File: src/hdl/fidrc_pkg.sv
// Constants, opcodes, timing and state type of the flash ID and register command block
package fidrc_pkg;
    // Opcodes
    localparam logic [7:0] OP_THREE_BYTE_ID  = 8'h9f;
    localparam logic [7:0] OP_SIGNATURE      = 8'hab;
    localparam logic [7:0] OP_MAKER_DEV_ID   = 8'h90;
    localparam logic [7:0] OP_QUAD_ID        = 8'haf;
    localparam logic [7:0] OP_STATUS_READ    = 8'h05;
    localparam logic [7:0] OP_CONFIG_READ    = 8'h15;
    localparam logic [7:0] OP_REG_WRITE      = 8'h01;
    localparam logic [7:0] OP_WRITE_ENABLE   = 8'h06;
    localparam logic [7:0] OP_WRITE_DISABLE  = 8'h04;
    // Identity bytes: values are arbitrary
    localparam logic [7:0] MAKER_CODE        = 8'h5a;
    localparam logic [7:0] MEM_TYPE_CODE     = 8'h3c;
    localparam logic [7:0] DENSITY_CODE      = 8'h1e;
    // Phase lengths in bits
    localparam logic [4:0] OPCODE_BITS       = 5'h08;
    localparam logic [4:0] ADDR_PHASE_BITS   = 5'h18;
    localparam logic [4:0] WR_ONE_BYTE_BITS  = 5'h08;
    localparam logic [4:0] WR_TWO_BYTE_BITS  = 5'h10;
    localparam logic [4:0] WR_OVERRUN_BITS   = 5'h11;
    // Reset values
    localparam logic [7:0] STATUS_RESET      = 8'h00;
    localparam logic [7:0] CONFIG_RESET      = 8'h00;
    // Timing
    localparam int CLK_PERIOD_NS         = 10;
    localparam int RELEASE_TIME_ONE_NS   = 3000;
    localparam int RELEASE_TIME_TWO_NS   = 3000;
    localparam int REG_WRITE_TIME_NS     = 40000000;
    localparam int RELEASE_ONE_CYCLES    =
        (RELEASE_TIME_ONE_NS + CLK_PERIOD_NS - 1) / CLK_PERIOD_NS;
    localparam int RELEASE_TWO_CYCLES    =
        (RELEASE_TIME_TWO_NS + CLK_PERIOD_NS - 1) / CLK_PERIOD_NS;
    localparam int REG_WRITE_CYCLES      = (REG_WRITE_TIME_NS + CLK_PERIOD_NS - 1) / CLK_PERIOD_NS;

    typedef enum logic [2:0] {
        ST_IDLE,
        ST_OPCODE,
        ST_ADDR,
        ST_READOUT,
        ST_WRDATA,
        ST_LONE,
        ST_IGNORE
    } fidrc_state_e;
endpackage

File: src/hdl/fidrc_timer_if.sv
// Start and completion signals between command logic and the cycle timer
`timescale 1ns/1ns
interface fidrc_timer_if;
    logic        start;
    logic [31:0] load;
    logic        busy;
    logic        done;
    modport ctl (output start, output load, input busy, input done);
    modport tmr (input start, input load, output busy, output done);
endinterface // fidrc_timer_if

File: src/hdl/fidrc_sync.sv
// Two-stage synchroniser with a third stage kept for edge detection
`timescale 1ns/1ns
module fidrc_sync #(
    parameter int W = 1
) (
    input  wire logic         clk,   // System clock
    input  wire logic         rst,   // Synchronous reset
    input  wire logic [W-1:0] async, // Inputs from outside the domain
    output logic      [W-1:0] lvl,   // Synchronised level
    output logic      [W-1:0] prv    // Level one cycle earlier
);
    typedef struct packed {
        logic [W-1:0] s1;
        logic [W-1:0] s2;
        logic [W-1:0] s3;
    } fidrc_sync_s;

    fidrc_sync_s q;
    fidrc_sync_s d;

    // Stage one is read only by stage two
    always_comb
    begin
        d    = q;
        d.s1 = async;
        d.s2 = q.s1;
        d.s3 = q.s2;
    end

    // Select and reset pins idle high, so reset to ones avoids a false edge on them
    always_ff @(posedge clk)
    begin
        if (rst)
            q <= '1;
        else
            q <= d;
    end

    assign lvl = q.s2;
    assign prv = q.s3;
endmodule // fidrc_sync

File: src/hdl/fidrc_timer.sv
// Down-counter that times self-timed write and power-down release cycles
`timescale 1ns/1ns
module fidrc_timer (
    input  wire logic clk,       // System clock
    input  wire logic rst,       // Synchronous reset
    fidrc_timer_if.tmr tif       // Start and done handshake
);
    typedef struct packed {
        logic [31:0] cnt;
        logic        busy;
        logic        done;
    } fidrc_timer_s;

    fidrc_timer_s q;
    fidrc_timer_s d;

    // Load on start; done is a single-cycle pulse at expiry
    always_comb
    begin
        d      = q;
        d.done = 1'b0;
        if (tif.start)
        begin
            d.cnt  = (tif.load == 32'h0) ? 32'h1 : tif.load;
            d.busy = 1'b1;
        end
        else if (q.busy)
        begin
            if (q.cnt == 32'h1)
            begin
                d.busy = 1'b0;
                d.done = 1'b1;
            end
            d.cnt = q.cnt - 32'h1;
        end
    end

    always_ff @(posedge clk)
    begin
        if (rst)
            q <= '0;
        else
            q <= d;
    end

    assign tif.busy = q.busy;
    assign tif.done = q.done;
endmodule // fidrc_timer

File: src/hdl/fidrc_top.sv
// Serial flash command interpreter for ID reads, power-down release and registers
`timescale 1ns/1ns
module fidrc_top #(
    parameter int unsigned REG_WRITE_CYCLES = fidrc_pkg::REG_WRITE_CYCLES
) (
    input  wire logic       clk,            // System clock, 100 MHz
    input  wire logic       rst,            // Synchronous reset, active high
    input  wire logic       chipSelN,       // Chip select pin, active low
    input  wire logic       serialClk,      // Serial clock pin from host
    input  wire logic [3:0] ioIn,           // Data pins as seen on the wire
    input  wire logic       resetPinN,      // Hardware reset pin, active low
    input  wire logic       quadMode,       // Quad command mode selected
    input  wire logic       hwProtect,      // Hardware protected mode active
    input  wire logic       pgmEraseBusy,   // Program or erase operation running
    input  wire logic       enterPowerDown, // Pulse: enter deep power-down
    output logic      [3:0] ioOut,          // Data pin drive values
    output logic      [3:0] ioOe,           // Data pin output enables
    output logic      [7:0] statusReg,      // Status register
    output logic      [7:0] configReg,      // Configuration register
    output logic            powerDown,      // Deep power-down active
    output logic            standby         // Standby reached
);
    typedef struct packed {
        fidrc_pkg::fidrc_state_e st;
        logic [4:0]  bitCnt;
        logic [7:0]  op;
        logic [15:0] inShift;
        logic        addrSel;
        logic [7:0]  outShift;
        logic [2:0]  outLeft;
        logic [1:0]  byteIdx;
        logic        fullByte;
        logic [3:0]  ioOut;
        logic [3:0]  ioOe;
        logic [7:0]  sr;
        logic [7:0]  cr;
        logic        write_enable_latch;
        logic        write_in_progress;
        logic        dpd;
        logic        releasing;
        logic        standby;
        logic        tmrStart;
        logic [31:0] tmrLoad;
    } fidrc_top_s;

    fidrc_top_s q;
    fidrc_top_s d;

    logic [6:0] syncLvl;
    logic [6:0] syncPrv;
    logic       csRise;
    logic       csFall;
    logic       clkRise;
    logic       clkFall;
    logic       rstPinLow;
    logic [3:0] ioS;
    logic       busy;
    logic [7:0] newOp;
    logic [4:0] newCnt;
    logic [7:0] curByte;

    fidrc_timer_if tif ();

    // Reset, clock, select and data pins cross into the clock domain before use
    fidrc_sync #(
        .W (7)
    ) u_sync (
        .clk   (clk),
        .rst   (rst),
        .async ({resetPinN, serialClk, chipSelN, ioIn}),
        .lvl   (syncLvl),
        .prv   (syncPrv)
    );

    fidrc_timer u_timer (
        .clk (clk),
        .rst (rst),
        .tif (tif)
    );

    // Edges of the synchronised pins
    assign ioS       = syncLvl[3:0];
    assign csFall    = ~syncLvl[4] & syncPrv[4];
    assign csRise    = syncLvl[4] & ~syncPrv[4];
    assign clkRise   = syncLvl[5] & ~syncPrv[5];
    assign clkFall   = ~syncLvl[5] & syncPrv[5];
    assign rstPinLow = ~syncLvl[6];

    // Byte presented by each read command at a given position
    function automatic logic [7:0] pickByte(
        input logic [7:0] op,
        input logic [1:0] idx,
        input logic       sel,
        input logic [7:0] sr,
        input logic [7:0] cr
    );
        logic [7:0] b;
        b = fidrc_pkg::DENSITY_CODE;
        case (op)
            fidrc_pkg::OP_THREE_BYTE_ID,
            fidrc_pkg::OP_QUAD_ID:
                b = (idx == 2'h0) ? fidrc_pkg::MAKER_CODE :
                    (idx == 2'h1) ? fidrc_pkg::MEM_TYPE_CODE : fidrc_pkg::DENSITY_CODE;
            fidrc_pkg::OP_MAKER_DEV_ID:
                b = (idx[0] ^ sel) ? fidrc_pkg::DENSITY_CODE : fidrc_pkg::MAKER_CODE;
            fidrc_pkg::OP_STATUS_READ:
                b = sr;
            fidrc_pkg::OP_CONFIG_READ:
                b = cr;
            default:
                b = fidrc_pkg::DENSITY_CODE;
        endcase
        return b;
    endfunction

    // Quad mode moves a nibble per clock, serial mode one bit
    always_comb
    begin
        if (quadMode)
        begin
            newOp  = {q.op[3:0], ioS};
            newCnt = q.bitCnt + 5'h04;
        end
        else
        begin
            newOp  = {q.op[6:0], ioS[0]};
            newCnt = q.bitCnt + 5'h01;
        end
    end

    assign busy    = q.write_in_progress | pgmEraseBusy;
    assign curByte = pickByte(q.op, q.byteIdx, q.addrSel, q.sr, q.cr);

    // Command sequencing, register updates and power-down tracking
    always_comb
    begin
        d          = q;
        d.tmrStart = 1'b0;

        if (csRise)
        begin
            // Data lines released on the clock after the synchronised select rise is seen
            d.st   = fidrc_pkg::ST_IDLE;
            d.ioOe = 4'h0;
            if (q.st == fidrc_pkg::ST_LONE && q.bitCnt == fidrc_pkg::OPCODE_BITS)
            begin
                if (q.op == fidrc_pkg::OP_WRITE_ENABLE)
                    d.write_enable_latch = 1'b1;
                else if (q.op == fidrc_pkg::OP_WRITE_DISABLE)
                    d.write_enable_latch = 1'b0;
            end
            if (q.st == fidrc_pkg::ST_WRDATA)
            begin
                // Only exact byte boundaries commit the write
                if (q.bitCnt == fidrc_pkg::WR_ONE_BYTE_BITS)
                begin
                    d.sr[7:2]  = q.inShift[7:2];
                    d.write_in_progress      = 1'b1;
                    d.tmrStart = 1'b1;
                    d.tmrLoad  = REG_WRITE_CYCLES;
                end
                else if (q.bitCnt == fidrc_pkg::WR_TWO_BYTE_BITS)
                begin
                    d.sr[7:2]  = q.inShift[15:10];
                    d.cr       = q.inShift[7:0];
                    d.write_in_progress      = 1'b1;
                    d.tmrStart = 1'b1;
                    d.tmrLoad  = REG_WRITE_CYCLES;
                end
            end
            if ((q.st == fidrc_pkg::ST_READOUT || q.st == fidrc_pkg::ST_LONE)
                && q.op == fidrc_pkg::OP_SIGNATURE)
            begin
                if (q.dpd && !q.releasing)
                begin
                    // A signature read out picks RELEASE_TWO_CYCLES, the same length as the bare-release delay
                    d.releasing = 1'b1;
                    d.tmrStart  = 1'b1;
                    d.tmrLoad   = q.fullByte ? 32'(fidrc_pkg::RELEASE_TWO_CYCLES)
                                             : 32'(fidrc_pkg::RELEASE_ONE_CYCLES);
                end
                else if (!q.dpd)
                    d.standby = 1'b1;
            end
        end
        else if (csFall && q.st == fidrc_pkg::ST_IDLE)
        begin
            d.st       = fidrc_pkg::ST_OPCODE;
            d.bitCnt   = 5'h00;
            d.op       = 8'h00;
            d.fullByte = 1'b0;
        end
        else if (clkRise)
        begin
            unique case (q.st)
                fidrc_pkg::ST_OPCODE:
                begin
                    d.op     = newOp;
                    d.bitCnt = newCnt;
                    if (newCnt == fidrc_pkg::OPCODE_BITS)
                    begin
                        d.bitCnt  = 5'h00;
                        d.outLeft = 3'h0;
                        d.byteIdx = 2'h0;
                        d.st      = fidrc_pkg::ST_IGNORE;
                        if (q.dpd)
                        begin
                            // Only the release opcode wakes a sleeping device
                            if (newOp == fidrc_pkg::OP_SIGNATURE && !busy && !q.releasing)
                                d.st = fidrc_pkg::ST_READOUT;
                        end
                        else if (newOp == fidrc_pkg::OP_STATUS_READ
                                 || newOp == fidrc_pkg::OP_CONFIG_READ)
                            d.st = fidrc_pkg::ST_READOUT;
                        else if (!busy)
                        begin
                            // Busy cycles leave every other opcode undecoded
                            unique case (newOp)
                                fidrc_pkg::OP_THREE_BYTE_ID:
                                    if (!quadMode)
                                        d.st = fidrc_pkg::ST_READOUT;
                                fidrc_pkg::OP_QUAD_ID:
                                    if (quadMode)
                                        d.st = fidrc_pkg::ST_READOUT;
                                fidrc_pkg::OP_MAKER_DEV_ID:
                                    if (!quadMode)
                                        d.st = fidrc_pkg::ST_ADDR;
                                fidrc_pkg::OP_SIGNATURE:
                                    d.st = fidrc_pkg::ST_READOUT;
                                fidrc_pkg::OP_REG_WRITE:
                                    if (q.write_enable_latch && !hwProtect)
                                        d.st = fidrc_pkg::ST_WRDATA;
                                fidrc_pkg::OP_WRITE_ENABLE,
                                fidrc_pkg::OP_WRITE_DISABLE:
                                begin
                                    d.st     = fidrc_pkg::ST_LONE;
                                    d.bitCnt = fidrc_pkg::OPCODE_BITS;
                                end
                                default:
                                    d.st = fidrc_pkg::ST_IGNORE;
                            endcase
                        end
                    end
                end
                fidrc_pkg::ST_ADDR:
                begin
                    // Dummy bytes shift through; only the last bit steers order
                    d.bitCnt  = q.bitCnt + 5'h01;
                    d.addrSel = ioS[0];
                    if (q.bitCnt + 5'h01 == fidrc_pkg::ADDR_PHASE_BITS)
                        d.st = fidrc_pkg::ST_READOUT;
                end
                fidrc_pkg::ST_WRDATA:
                begin
                    d.inShift = quadMode ? {q.inShift[11:0], ioS} : {q.inShift[14:0], ioS[0]};
                    // Saturate so an overlong write can never look valid
                    d.bitCnt  = (newCnt > fidrc_pkg::WR_TWO_BYTE_BITS)
                                ? fidrc_pkg::WR_OVERRUN_BITS : newCnt;
                end
                fidrc_pkg::ST_READOUT:
                    if (q.outLeft == 3'h0 && q.ioOe != 4'h0)
                        d.fullByte = 1'b1;
                fidrc_pkg::ST_LONE:
                    d.st = fidrc_pkg::ST_IGNORE;
                default:
                    d.st = q.st;
            endcase
        end
        else if (clkFall && q.st == fidrc_pkg::ST_READOUT)
        begin
            // Falling edges shift data out, most significant part first
            if (q.outLeft == 3'h0)
            begin
                // Maker/device codes alternate in pairs; ID reads cycle three bytes
                if (q.byteIdx == 2'h2 || (q.op == fidrc_pkg::OP_MAKER_DEV_ID && q.byteIdx[0]))
                    d.byteIdx = 2'h0;
                else
                    d.byteIdx = q.byteIdx + 2'h1;
                if (quadMode)
                begin
                    d.ioOut    = curByte[7:4];
                    d.ioOe     = 4'hf;
                    d.outShift = {curByte[3:0], 4'h0};
                    d.outLeft  = 3'h1;
                end
                else
                begin
                    d.ioOut    = {2'b00, curByte[7], 1'b0};
                    d.ioOe     = 4'h2;
                    d.outShift = {curByte[6:0], 1'b0};
                    d.outLeft  = 3'h7;
                end
            end
            else
            begin
                d.outLeft = q.outLeft - 3'h1;
                if (quadMode)
                begin
                    d.ioOut    = q.outShift[7:4];
                    d.outShift = {q.outShift[3:0], 4'h0};
                end
                else
                begin
                    d.ioOut    = {2'b00, q.outShift[7], 1'b0};
                    d.outShift = {q.outShift[6:0], 1'b0};
                end
            end
        end

        // Timed cycle completion
        if (tif.done)
        begin
            if (q.write_in_progress)
            begin
                d.write_in_progress = 1'b0;
                d.write_enable_latch = 1'b0;
            end
            if (q.releasing)
            begin
                d.releasing = 1'b0;
                d.dpd       = 1'b0;
                d.standby   = 1'b1;
            end
        end

        // Power-down entry is requested by logic outside this block
        if (enterPowerDown && !busy)
        begin
            d.dpd     = 1'b1;
            d.standby = 1'b0;
        end

        // Reset pin wins over everything else it touches
        if (rstPinLow)
        begin
            d.write_enable_latch       = 1'b0;
            d.dpd       = 1'b0;
            d.releasing = 1'b0;
            d.standby   = 1'b1;
        end

        d.sr[1:0] = {d.write_enable_latch, d.write_in_progress};
    end

    always_ff @(posedge clk)
    begin
        if (rst)
        begin
            q         <= '0;
            q.st      <= fidrc_pkg::ST_IDLE;
            q.sr      <= fidrc_pkg::STATUS_RESET;
            q.cr      <= fidrc_pkg::CONFIG_RESET;
            q.standby <= 1'b1;
        end
        else
            q <= d;
    end

    // Timer handshake and registered outputs
    assign tif.start = q.tmrStart;
    assign tif.load  = q.tmrLoad;
    assign ioOut     = q.ioOut;
    assign ioOe      = q.ioOe;
    assign statusReg = q.sr;
    assign configReg = q.cr;
    assign powerDown = q.dpd;
    assign standby   = q.standby;
endmodule // fidrc_top
File: config.mk
export PLATFORM = sky130hd
export DESIGN_NAME = fidrc_top
export DESIGN_NICKNAME = d
export VERILOG_FILES = /design/src/hdl/fidrc_pkg.sv /design/src/hdl/fidrc_timer_if.sv /design/src/hdl/fidrc_sync.sv /design/src/hdl/fidrc_timer.sv /design/src/hdl/fidrc_top.sv
export SDC_FILE = /design/constraint.sdc
export NUM_CORES = 1
export LEC_CHECK = 0
export ABC_AREA = 1
export BUFFER_PORTS_ARGS = -buffer_cell sky130_fd_sc_hd__buf_2
export CORE_MARGIN = 3
export CORE_UTILIZATION = 50
export CTS_CLUSTER_DIAMETER = 150
export DETAILED_ROUTE_END_ITERATION = 16
export PLACE_DENSITY = 0.67
export SLEW_MARGIN = 20
export SYNTH_ARGS = -nofsm -noshare
export SYNTH_HDL_FRONTEND = slang
export SYNTH_SLANG_ARGS = --single-unit
File: constraint.sdc
create_clock -name clk -period 4.85 [get_ports clk]
set_clock_uncertainty 0.1 [all_clocks]
set_input_delay 0.485 -clock clk [delete_from_list [all_inputs] [get_ports clk]]
set_output_delay 0.485 -clock clk [all_outputs]
set_load 0.03 [all_outputs]
==> results of run 1 <==
[how the worst max path moves through the flow]
stage | startpoint | endpoint | slack (ns) | cells past startpoint
after floorplan | q[101] | q[64] | 2.75 | 14
after global routing | q[101] | tif.load[13] | 1.21 | 8
final | q[101] | tif.load[13] | 1.63 | 8
after detailed placement | q[101] | tif.load[31] | 1.57 | 8
after CTS | q[101] | tif.load[31] | 1.55 | 8
after global placement | q[101] | tif.load[28] | 1.71 | 8
[worst reg2reg max path, cell delays in order, from the launching register on]
cell and delay [ns]:
dfxtp_1 0.37, inv_1 0.10, ha_1 0.21, nand3_1 0.34
a21oi_2 0.61, clkinv_1 0.43, nand2_1 0.66, buf_4 0.25
nor2_1 0.04
[cells in the mapped netlist, drive strengths merged]
cell type,n
nand2,270
dfxtp,153
nor2,125
inv,107
o21ai,73
a21oi,72
a31oi,43
nand3,41
buf,36
nor3,31
clkbuf,30
nand4,22
or2,22
a211oi,16
xor2,16
ha,13
nor4,12
a22oi,7
o211ai,6
xnor2,5
o22ai,4
a21o,3
o2111ai,3
clkinv,2
o21bai,2
a21boi,1
a31o,1
a32o,1
a32oi,1
a41oi,1
and3,1
nand3b,1
nor2b,1
o2bb2ai,1
[cells by family (layout without fill, tap and decap cells)]
kind of cell	count (synthesis)	after routing	share of synthesized area
simple gates	526	526	0.298
compound gates	235	235	0.175
buf+inv	175	184	0.0988
flops	153	153	0.385
xor+xnor	21	21	0.0231
fa+ha+maj	13	13	0.0205
[per-layer routing]
metal,share of wire,vias up
met1,0.45,3340
met3,0.044,41
li1,-,3707
met5,0,-
met4,0.025,0
met2,0.49,167
[where the power goes]
part	internal, mW	leakage [nW]	switching, mW
Combinational	0.0315	2.05	0.0807
Sequential	1.27	1.24	0.00700
Clock	0.925	0.303	0.529
[sequential cells by signal, summed over array words and instances (netlist names)]
signal,flops
u_sync.d,7
statusReg,8
powerDown,1
ioOe,2
u_sync.prv,2
configReg,8
tif.start,1
ioOut,4
u_sync.lvl,7
u_timer.q,32
u_timer.tif.busy,1
tif.load,32
standby,1
q,46
u_timer.tif.done,1
[cell type report]
type,count,area [um^2]
well taps,211,264
flip-flops and latches,153,3060
multi-input cells,795,4100
repair buffers,44,235
fillers,1509,6650
clock buffers,20,447
clock inverters,11,195
inverters,109,409
[per-stage QoR]
| stage | area (um^2) | utilization |
|---|---|---|
| floorplan | 7950 | - |
| global placement | 8080 | 0.525 |
| detailed placement | 8080 | 0.525 |
| CTS | 8720 | 0.567 |
| global route | 8720 | 0.567 |
| finish | 8720 | 0.567 |
==> summary.txt, run 1 <==
Clocking
  – Clock slew at reported path FFs: 0.06 ns
  – Clk_lat worst skew: 0.43 ns
  – CTS H-tree depth: 4
  – Cts repair resizes: 0
  – CTS Sinks: 153
  – Setup bufs post-CTS: 0
  – CTS tree: yes
  – CTS Buf Count: 17
  – CTS root buf: clkbuf_16
  – Clock tree buffer depth: 2
  – Hold-fix buffers, CTS: 0

Outcome
  – Status: complete, no violations

Synth
  – Syn Area/Cell: 7.08 um^2
  – Yosys reg bits: 153
  – Syn_nets: 1149
  – Ys Warns: 0
  – Top area cells in the synthesized netlist: dfxtp_1 39%, nand2_1 13%, nor2_1 5.0%, inv_1 4.9%, a21oi_1 4.4%
  – Seq/Total Area, Yosys: 0.385
  – Synth area leader: dfxtp_1
  – Synthesized instance count: 1123
  – Synth Cell Area: 0.00795 mm^2
  – Distinct cells, synth: 52
  – Synth top area share: 0.385

Global routing
  – Number of global-route vias before repair: 6633
  – Global-route wire length before repair: 33.0 mm
  – GRT met2 Usage: 0.385
  – Top Usage Layer GRT: met2
  – Congestion Overflow GR: 0
  – Global Route met3 Usage: 0.0443
  – Pin count of the biggest net entering global routing: 78
  – Met1 GRT Util: 0.293
  – Tot GR Track Use: 0.229
  – Initial antenna violation count: 0

Pwr
  – Maximum vdd drop: 0.000265 V
  – Cell area power density: 326 mW/mm^2
  – Pleak: 3.59 nW
  – Total power: 2.84 mW

Placed design
  – Dpl cells: 1312
  – Port Buffers: 38
  – GP Congestion: 0.903
  – Pre-CTS setup slack: 1.57 ns
  – Hpwl dp: 14.2 mm

Critical path
  – Worst EP arrival: 3.44 ns
  – R2R setup slack: 1.63 ns
  – Reg2reg end: tif.load[13]
  – WS Path Type: flip-flop to flip-flop
  – Delay-heaviest family, CP: simple AND/OR/NAND/NOR gates
  – Slowest-stage cell, CP: nand2_1
  – CP Cell Sequence: inv_1 > ha_1 > nand3_1 > a21oi_2 > clkinv_1 > nand2_1 > buf_4 > nor2_1
  – Reg2reg start: q[101]
  – Max incr delay on CP: 0.66 ns
  – Crit path max fanout: 19
  – CP Launch Type: flip-flop
  – Cells on worst reg2reg path: 8
  – WP buf/inv: 3
  – Critical Path Sink Type: flip-flop
  – Worst Path Required: 5.07 ns

Worst hold path
  – Hold path start: ioIn[0]
  – Worst hold path cell count: 2
  – Worst Hold Endpoint: u_sync.d[7]
  – Hold Crit Class: input pin to flip-flop

Timing
  – Max frequency: 310 MHz
  – Unrepaired setup endpoints after global routing: no
  – Worst-margin pin slew: 0.846 ns
  – Hold_ws: 0.140 ns
  – Final setup fails: 0
  – Final slew viol count: 0
  – Worst slew margin: 0.436
  – Hold Vio Cnt, Final: 0
  – Fin crit share: 0.664
  – Final WS setup: 1.63 ns
  – Minimum clock period: 3.22 ns
  – TNS Setup: 0 ns

Routing
  – Wirelength, routed: 20.1 mm
  – Vias per cell: 5.40
  – Final antenna-violating net count: 0
  – Drt pass-1 iters: 5
  – Drt initial violations: 478
  – Drt wl/cell: 15.0 um
  – DRC viols: 0
  – DR vias: 7255

Die
  – Die Width: 132 um
  – I/O Pins: 39
  – Row count: 45
  – Core Footprint: 0.0154 mm^2
  – Initial Utilization: 0.517
  – Die area: 0.0175 mm^2
  – Die height: 132 um

Layout
  – Syn-to-layout area delta: 9.61%
  – Most common cell after layout, fill and taps aside: nand2_1
  – Layout cells sized above 1: 0.122
  – Non-Filler Instances: 1343
  – Commonest cells after routing, fill and taps aside: 267 x nand2_1, 153 x dfxtp_1, 106 x nor2_1, 102 x inv_1, 70 x a21oi_1
  – Ant. Diodes: 0
  – # nets final: 1146

Run
  – Max-Cap Viols: 0
(Power assumes the default switching activity.)
==> run 2: changes to the inputs <==
- ABC_AREA: 1 -> 0
- clock period: 4.85 -> 3.05 ns (I/O delays scaled with it)
==> run 2 against run 1 <==
Net effect: design area down 0.83%; combinational power up 35%; global-route usage down 1.0 points; die area fell by 2.4%.
==> summary.txt, run 2 <==
Outcome
  – Status: complete, no violations

Synth
  – Ys flop type: dfxtp_1
  – Ys Warns: 0 (unchanged)
  – Yosys reg bits: 153 (unchanged)
  – Top area cells in the synthesized netlist: dfxtp_1 40%, mux2i_1 6.1%, nor2_1 5.1%, a21oi_1 4.3%, a211oi_1 3.6%
  – Syn_nets: 940 (-18%)
  – Distinct cells, synth: 77 (+48%)
  – Seq/Total Area, Yosys: 0.395 (+0.0100)
  – Most common cell in the netlist: dfxtp_1
  – Synthesized instance count: 914 (-19%)
  – Asr flop ratio synth: 0 (unchanged)
  – EDFF count, synth: 0 (unchanged)
  – Synth area leader: dfxtp_1
  – Synth top area share: 0.395 (+0.0100)
  – Synth Cell Area: 0.00775 mm^2 (-2.5%)
  – Top cells by instance count after synthesis: 153 x dfxtp_1, 105 x nor2_1, 67 x a21oi_1, 56 x nand2_1, 47 x mux2i_1
  – Syn Area/Cell: 8.48 um^2 (+20%)

Clocking
  – CTS H-tree depth: 4 (unchanged)
  – Clock tree buffer depth: 2 (unchanged)
  – Clk_lat worst skew: 0.42 ns (about the same)
  – CTS Sinks: 153 (unchanged)
  – Cts repair resizes: 0 (unchanged)
  – Clock slew at reported path FFs: 0.07 ns (about the same)
  – CTS Buf Count: 17 (unchanged)
  – Hold-fix buffers, CTS: 7 (+7)
  – Setup bufs post-CTS: 0 (unchanged)
  – CTS root buf: clkbuf_16
  – CTS tree: yes

Critical path
  – R2R setup slack: 0.41 ns (-1.22 ns)
  – Reg2reg start: q[101]
  – Worst EP arrival: 2.88 ns (-0.56 ns)
  – Reg2reg end: q[66]
  – CP Launch Type: flip-flop
  – Crit path max fanout: 7 (-12)
  – Cells on worst reg2reg path: 7 (-1)
  – CP Cell Sequence: inv_1 > ha_1 > o41ai_1 > nand3_1 > o21ai_0 > and3b_1 > mux2i_1
  – Slowest-stage cell, CP: o41ai_1
  – WS Path Type: flip-flop to flip-flop
  – Crit path to: q[66]
  – Max incr delay on CP: 0.67 ns (about the same)
  – Critical Path Sink Type: flip-flop
  – Worst Setup SP: q[101]
  – Worst Path Required: 3.29 ns (-1.78 ns)

Routing
  – Final antenna-violating net count: 0 (unchanged)
  – Drt pass-1 iters: 4 (-1)
  – Wirelength, routed: 18.1 mm (-10%)
  – Drt wl/cell: 16.3 um (+8.7%)
  – Vias per cell: 5.81 (+7.6%)
  – DR vias: 6455 (-11%)
  – Drt initial violations: 528 (+10%)
  – DRC viols: 0 (unchanged)

Placed design
  – Hpwl dp: 12.2 mm (-14%)
  – Port Buffers: 38 (unchanged)
  – GP Congestion: 0.919 (+1.8%)
  – Pre-CTS setup slack: 0.497 ns (-1.08 ns)

Global routing
  – Congestion Overflow GR: 0 (unchanged)
  – Tot GR Track Use: 0.219 (-0.0101)
  – Global-route wire length before repair: 30.0 mm (-9.3%)
  – Number of global-route vias before repair: 5860 (-12%)
  – Initial antenna violation count: 0 (unchanged)
  – Pin count of the biggest net entering global routing: 64 (-18%)

Die
  – Initial Utilization: 0.521 (+0.00409)
  – Die area: 0.0170 mm^2 (-2.4%)
  – I/O Pins: 39 (unchanged)
  – Die Width: 131 um (-1.2%)
  – Die height: 131 um (-1.2%)
  – Core Footprint: 0.0149 mm^2 (-3.3%)
  – Row count: 44 (-2.2%)

Pwr
  – P_sw: 0.977 mW (+58%)
  – Flop pwr share: 0.447 (about the same)
  – Pleak: 3.20 nW (-11%)
  – Power share of the combinational group: 0.033 (-0.006)
  – Cell area power density: 524 mW/mm^2 (+61%)
  – Maximum vdd drop: 0.000540 V (+100%)
  – Net Sw Frac: 0.216 (-0.00147)
  – Clock share of power: 0.520 (+0.008)
  – Internal: 3.55 mW (+60%)

Timing
  – Final slew viol count: 0 (unchanged)
  – Worst slew margin: 0.518 (+0.0817)
  – Worst-margin pin slew: 0.714 ns (-0.132 ns)
  – Final setup fails: 0 (unchanged)
  – Final WS setup: 0.408 ns (-1.22 ns)
  – Max frequency: 378 MHz (+22%)
  – Minimum clock period: 2.64 ns (-0.581 ns)
  – TNS Setup: 0 ns (unchanged)
  – Hold Vio Cnt, Final: 0 (unchanged)
  – Fin crit share: 0.866 (+0.202)
  – Unrepaired setup endpoints after global routing: no

Layout
  – Most common cell after layout, fill and taps aside: dfxtp_1
  – Fillcell total: 1360 (-9.9%)
  – # nets final: 941 (-18%)
  – Layout cells sized above 1: 0.140 (+0.0183)
  – Ant. Diodes: 0 (unchanged)
  – Syn-to-layout area delta: 11.5%
  – Top reg by flops: q
  – Commonest cells after routing, fill and taps aside: 153 x dfxtp_1, 105 x nor2_1, 67 x a21oi_1, 56 x nand2_1, 47 x mux2i_1
  – Number of flip-flops under the largest register name: 46 (unchanged)

Run
  – Max-Cap Viols: 0 (unchanged)

Worst hold path
  – Hold Crit Class: input pin to flip-flop
run 2: changes by cell type in the layout (fill, tap and decap cells not counted), sizes merged, moves of 23 or more:
| cell | before | now |
|---|---|---|
| nand2 | 270 | 56 |
| mux2i | 0 | 47 |
| a211oi | 16 | 39 |
| inv | 108 | 28 |
| o21ai | 73 | 31 |
| a31oi | 43 | 9 |
run 2: layer usage:
metal / share of wire / vias up / track usage
met5: 0 / - / 0
met4: 0.016 / 0 / 0.0641
met3: 0.048 / 27 / 0.0451
met2: 0.47 / 163 / 0.348
met1: 0.47 / 3028 / 0.303
li1: - / 3237 / -
run 2: through the flow:
step / total power [mW] / hold WS (ns) / cell area [um^2] / instances / util
after floorplan: 2.17 / 0.289 / 7750 / 914 / -
after global placement: 2.21 / 0.295 / 7920 / 1073 / 0.533
after detailed placement: 2.21 / 0.298 / 7920 / 1073 / 0.533
after CTS: 4.56 / 0.0807 / 8640 / 1111 / 0.582
after global routing: 4.67 / 0.0934 / 8640 / 1111 / 0.582
final: 4.53 / 0.0879 / 8640 / 1111 / 0.582
run 2: area by class of cell:
cell class	instances	area [um^2]	share of cell area
tap	184	230	0.0266
clock buffer	19	443	0.0512
sequential	153	3060	0.354
multi-input combinational	652	4180	0.484
inverter	25	93.8	0.0109
clock inverter	12	214	0.0248
timing repair buffer	66	420	0.0486
run 2: logic make-up (layout without fill, tap and decap cells):
| family | count (synthesis) | in the layout | synth area share |
|---|---|---|---|
| simple gates | 361 | 361 | 0.255 |
| compound gates | 200 | 200 | 0.166 |
| mux | 50 | 50 | 0.0651 |
| fa+ha+maj | 13 | 13 | 0.0210 |
| buf+inv | 109 | 122 | 0.0662 |
| xor+xnor | 28 | 28 | 0.0316 |
| flops | 153 | 153 | 0.395 |
run 2: power by group through the flow:
| stage | registers [mW] | clock network (mW) | logic [mW] |
|---|---|---|---|
| floorplan | 2.06 | 0 | 0.104 |
| global placement | 2.07 | 0 | 0.143 |
| detailed placement | 2.07 | 0 | 0.142 |
| CTS | 2.02 | 2.39 | 0.150 |
| global route | 2.02 | 2.48 | 0.166 |
| finish | 2.02 | 2.35 | 0.151 |
run 2: how the worst min path moves through the flow:
stage / startpoint / endpoint / slack, ns / cells after the start
floorplan: u_sync.d[7] / u_sync.lvl[0] / 0.29 / 1
global placement: u_sync.d[10] / u_sync.lvl[3] / 0.29 / 1
detailed placement: u_sync.d[10] / u_sync.lvl[3] / 0.30 / 1
CTS: enterPowerDown / powerDown / 0.08 / 3
global route: enterPowerDown / powerDown / 0.09 / 3
finish: enterPowerDown / powerDown / 0.09 / 3
run 2: critical path, delay by kind of cell, from the launching register on:
family,cells,cell delay (ns)
fa+ha+maj,1,0.34
compound gates,2,0.87
flops,1,0.43
simple gates,2,0.50
mux,1,0.20
buf+inv,1,0.11
==> run 3: changes to the inputs <==
- CORE_UTILIZATION: 50 -> 42
- PLACE_DENSITY: 0.67 -> default
- SKIP_LAST_GASP: default -> 1
==> run 3 against run 2 <==
Net effect: worst setup slack gained 0.066 ns; register-to-register slack gained 0.07 ns; count of clock-buffer cells in the layout is the same; wire length grew 2.5%; utilization shrank 10 points; first-iteration DRC count shrank 11%; global-route usage shrank 3.0 points; non-clock buffer count shrank 1; final cell count grew 4.1%; largest cell class unchanged.
==> summary.txt, run 3 (synthesis gave the netlist of run 2 again) <==
Outcome
  – Status: complete, no violations

Layout
  – Non-Filler Instances: 1156 (+4.1%)
  – Most common cell after layout, fill and taps aside: dfxtp_1
  – Commonest cells after routing, fill and taps aside: 153 x dfxtp_1, 105 x nor2_1, 67 x a21oi_1, 56 x nand2_1, 47 x mux2i_1
  – # nets final: 940 (-0.11%)
  – Layout Utilization: 0.479 (-0.103)
  – Ant. Diodes: 0 (unchanged)
  – Fin area: 0.00863 mm^2 (-0.22%)
  – Layout cells sized above 1: 0.140 (unchanged)
  – Number of flip-flops under the largest register name: 46 (unchanged)
  – Syn-to-layout area delta: 11.3%
  – Top reg by flops: q

Critical path
  – Max incr delay on CP: 0.64 ns (-0.03 ns)
  – Reg2reg end: q[71]
  – Slowest-stage cell, CP: nor4_1
  – Worst Setup SP: q[93]
  – Crit path max fanout: 14 (+7)
  – WS Path Type: flip-flop to flip-flop
  – Crit path depth: 6 (-1)
  – R2R setup slack: 0.47 ns (+0.07 ns)
  – Most common cell on crit path: a22oi_1
  – Critical Path Sink Type: flip-flop
  – Worst Path Required: 3.26 ns (-0.03 ns)
  – Reg2reg start: q[93]
  – Delay-heaviest family, CP: simple AND/OR/NAND/NOR gates
  – WP buf/inv: 0 (-1)
  – Crit path to: q[71]
  – Cells on worst reg2reg path: 6 (-1)
  – CP Cell Sequence: nand3_1 > nor4_1 > a22oi_1 > or4_1 > a22oi_1 > nor2_1
  – Worst EP arrival: 2.78 ns (-0.10 ns)
  – CP Launch Type: flip-flop

Routing
  – Final antenna-violating net count: 0 (unchanged)
  – Drt initial violations: 472 (-11%)
  – Wirelength, routed: 18.5 mm (+2.5%)
  – Drt pass-1 iters: 5 (+1)
  – DR vias: 6323 (-2.0%)
  – Drt wl/cell: 16.0 um (-1.5%)
  – DRC viols: 0 (unchanged)
  – Vias per cell: 5.47 (-5.9%)

Die
  – Core Footprint: 0.0180 mm^2 (+21%)
  – Die Width: 142 um (+8.7%)
  – Die height: 142 um (+8.7%)
  – I/O Pins: 39 (unchanged)
  – Row count: 49 (+11%)
  – Die area: 0.0201 mm^2 (+18%)
  – Initial Utilization: 0.430 (-0.0914)

Timing
  – Unrepaired setup endpoints after global routing: no
  – Fin crit share: 0.845 (-0.0217)
  – Final slew viol count: 0 (unchanged)
  – Final WS setup: 0.474 ns (+0.0662 ns)
  – Hold_ws: 0.0872 ns (-0.000758 ns)
  – Hold Vio Cnt, Final: 0 (unchanged)
  – Max frequency: 388 MHz (+2.6%)
  – Worst slew margin: 0.503 (-0.0145)
  – Minimum clock period: 2.58 ns (-0.0662 ns)
  – TNS Setup: 0 ns (unchanged)
  – Worst-margin pin slew: 0.742 ns (+0.0283 ns)
  – Final setup fails: 0 (unchanged)

Placed design
  – Placed Instance Area: 0.00798 mm^2 (+0.77%)
  – Dpl cells: 1117 (+4.1%)
  – GP Congestion: 0.879 (-4.3%)
  – Port Buffers: 38 (unchanged)
  – Pre-CTS setup slack: 0.518 ns (+0.0211 ns)
  – Hpwl dp: 12.5 mm (+2.3%)

Clocking
  – CTS Buf Count: 17 (unchanged)
  – Setup bufs post-CTS: 0 (unchanged)
  – CTS H-tree depth: 4 (unchanged)
  – CTS tree: yes
  – Cts repair resizes: 0 (unchanged)
  – Hold-fix buffers, CTS: 7 (unchanged)
  – Clk_lat worst skew: 0.43 ns (about the same)
  – Clock slew at reported path FFs: 0.06 ns (about the same)
  – Clock tree buffer depth: 2 (unchanged)
  – CTS root buf: clkbuf_16
  – CTS Sinks: 153 (unchanged)

Global routing
  – Initial antenna violation count: 0 (unchanged)
  – Number of global-route vias before repair: 5921 (+1.0%)
  – Global-route wire length before repair: 30.8 mm (+2.7%)
  – Tot GR Track Use: 0.189 (-0.0304)
  – Pin count of the biggest net entering global routing: 93 (+45%)
  – Congestion Overflow GR: 0 (unchanged)

Run
  – Max-Cap Viols: 0 (unchanged)

Worst hold path
  – Hold Crit Class: input pin to flip-flop

Pwr
  – Total power: 4.25 mW (-6.2%)
  – Cell area power density: 492 mW/mm^2 (-6.0%)
  – Maximum vdd drop: 0.000402 V (-26%)
  – Pleak: 3.16 nW (-1.3%)
run 3: changes by cell type in the layout (fill, tap and decap cells not counted):
cell / change
inv_8: +1
clkinvlp_4: +2
inv_6: +2
bufinv_16: -4
clkinv_2: +1
buf_4: -2
buf_12: +1
clkinv_4: -1
run 3: where the power goes:
part / switching [mW] / internal (mW) / total [mW]
combinational: 0.0986 / 0.0570 / 0.156
clock: 0.904 / 1.17 / 2.07
sequential: 0.0117 / 2.01 / 2.02
total: 1.01 / 3.23 / 4.25
run 3: worst min-delay path by stage:
| stage | start | cells after the start | end |
|---|---|---|---|
| floorplan | u_sync.d[7] | 1 | u_sync.lvl[0] |
| detailed placement | u_sync.d[11] | 1 | u_sync.lvl[4] |
| global placement | u_sync.d[7] | 1 | u_sync.lvl[0] |
| finish | enterPowerDown | 3 | powerDown |
| global route | enterPowerDown | 3 | powerDown |
| CTS | enterPowerDown | 3 | powerDown |
run 3: layout make-up:
| cell class | instances | area (um^2) |
|---|---|---|
| timing repair buffer | 65 | 425 |
| multi-input combinational | 652 | 4180 |
| clock buffer | 19 | 443 |
| inverter | 25 | 93.8 |
| sequential | 153 | 3060 |
| fill | 1789 | 9400 |
| tap | 229 | 287 |
| clock inverter | 13 | 134 |
run 3: worst register-to-register path: cells and delay by family (launching register included):
| kind | cells | cell delay, ns |
|---|---|---|
| and+or+nand+nor | 4 | 1.40 |
| AOI/OAI and AO/OA | 2 | 0.34 |
| DFF | 1 | 0.61 |
run 3: routing by layer:
layer	vias to the layer above	GRT usage	share of wire
met5	-	0	0
met4	0	0.0510	0.012
met3	19	0.0388	0.035
met2	116	0.287	0.45
met1	2947	0.272	0.50
li1	3241	-	-
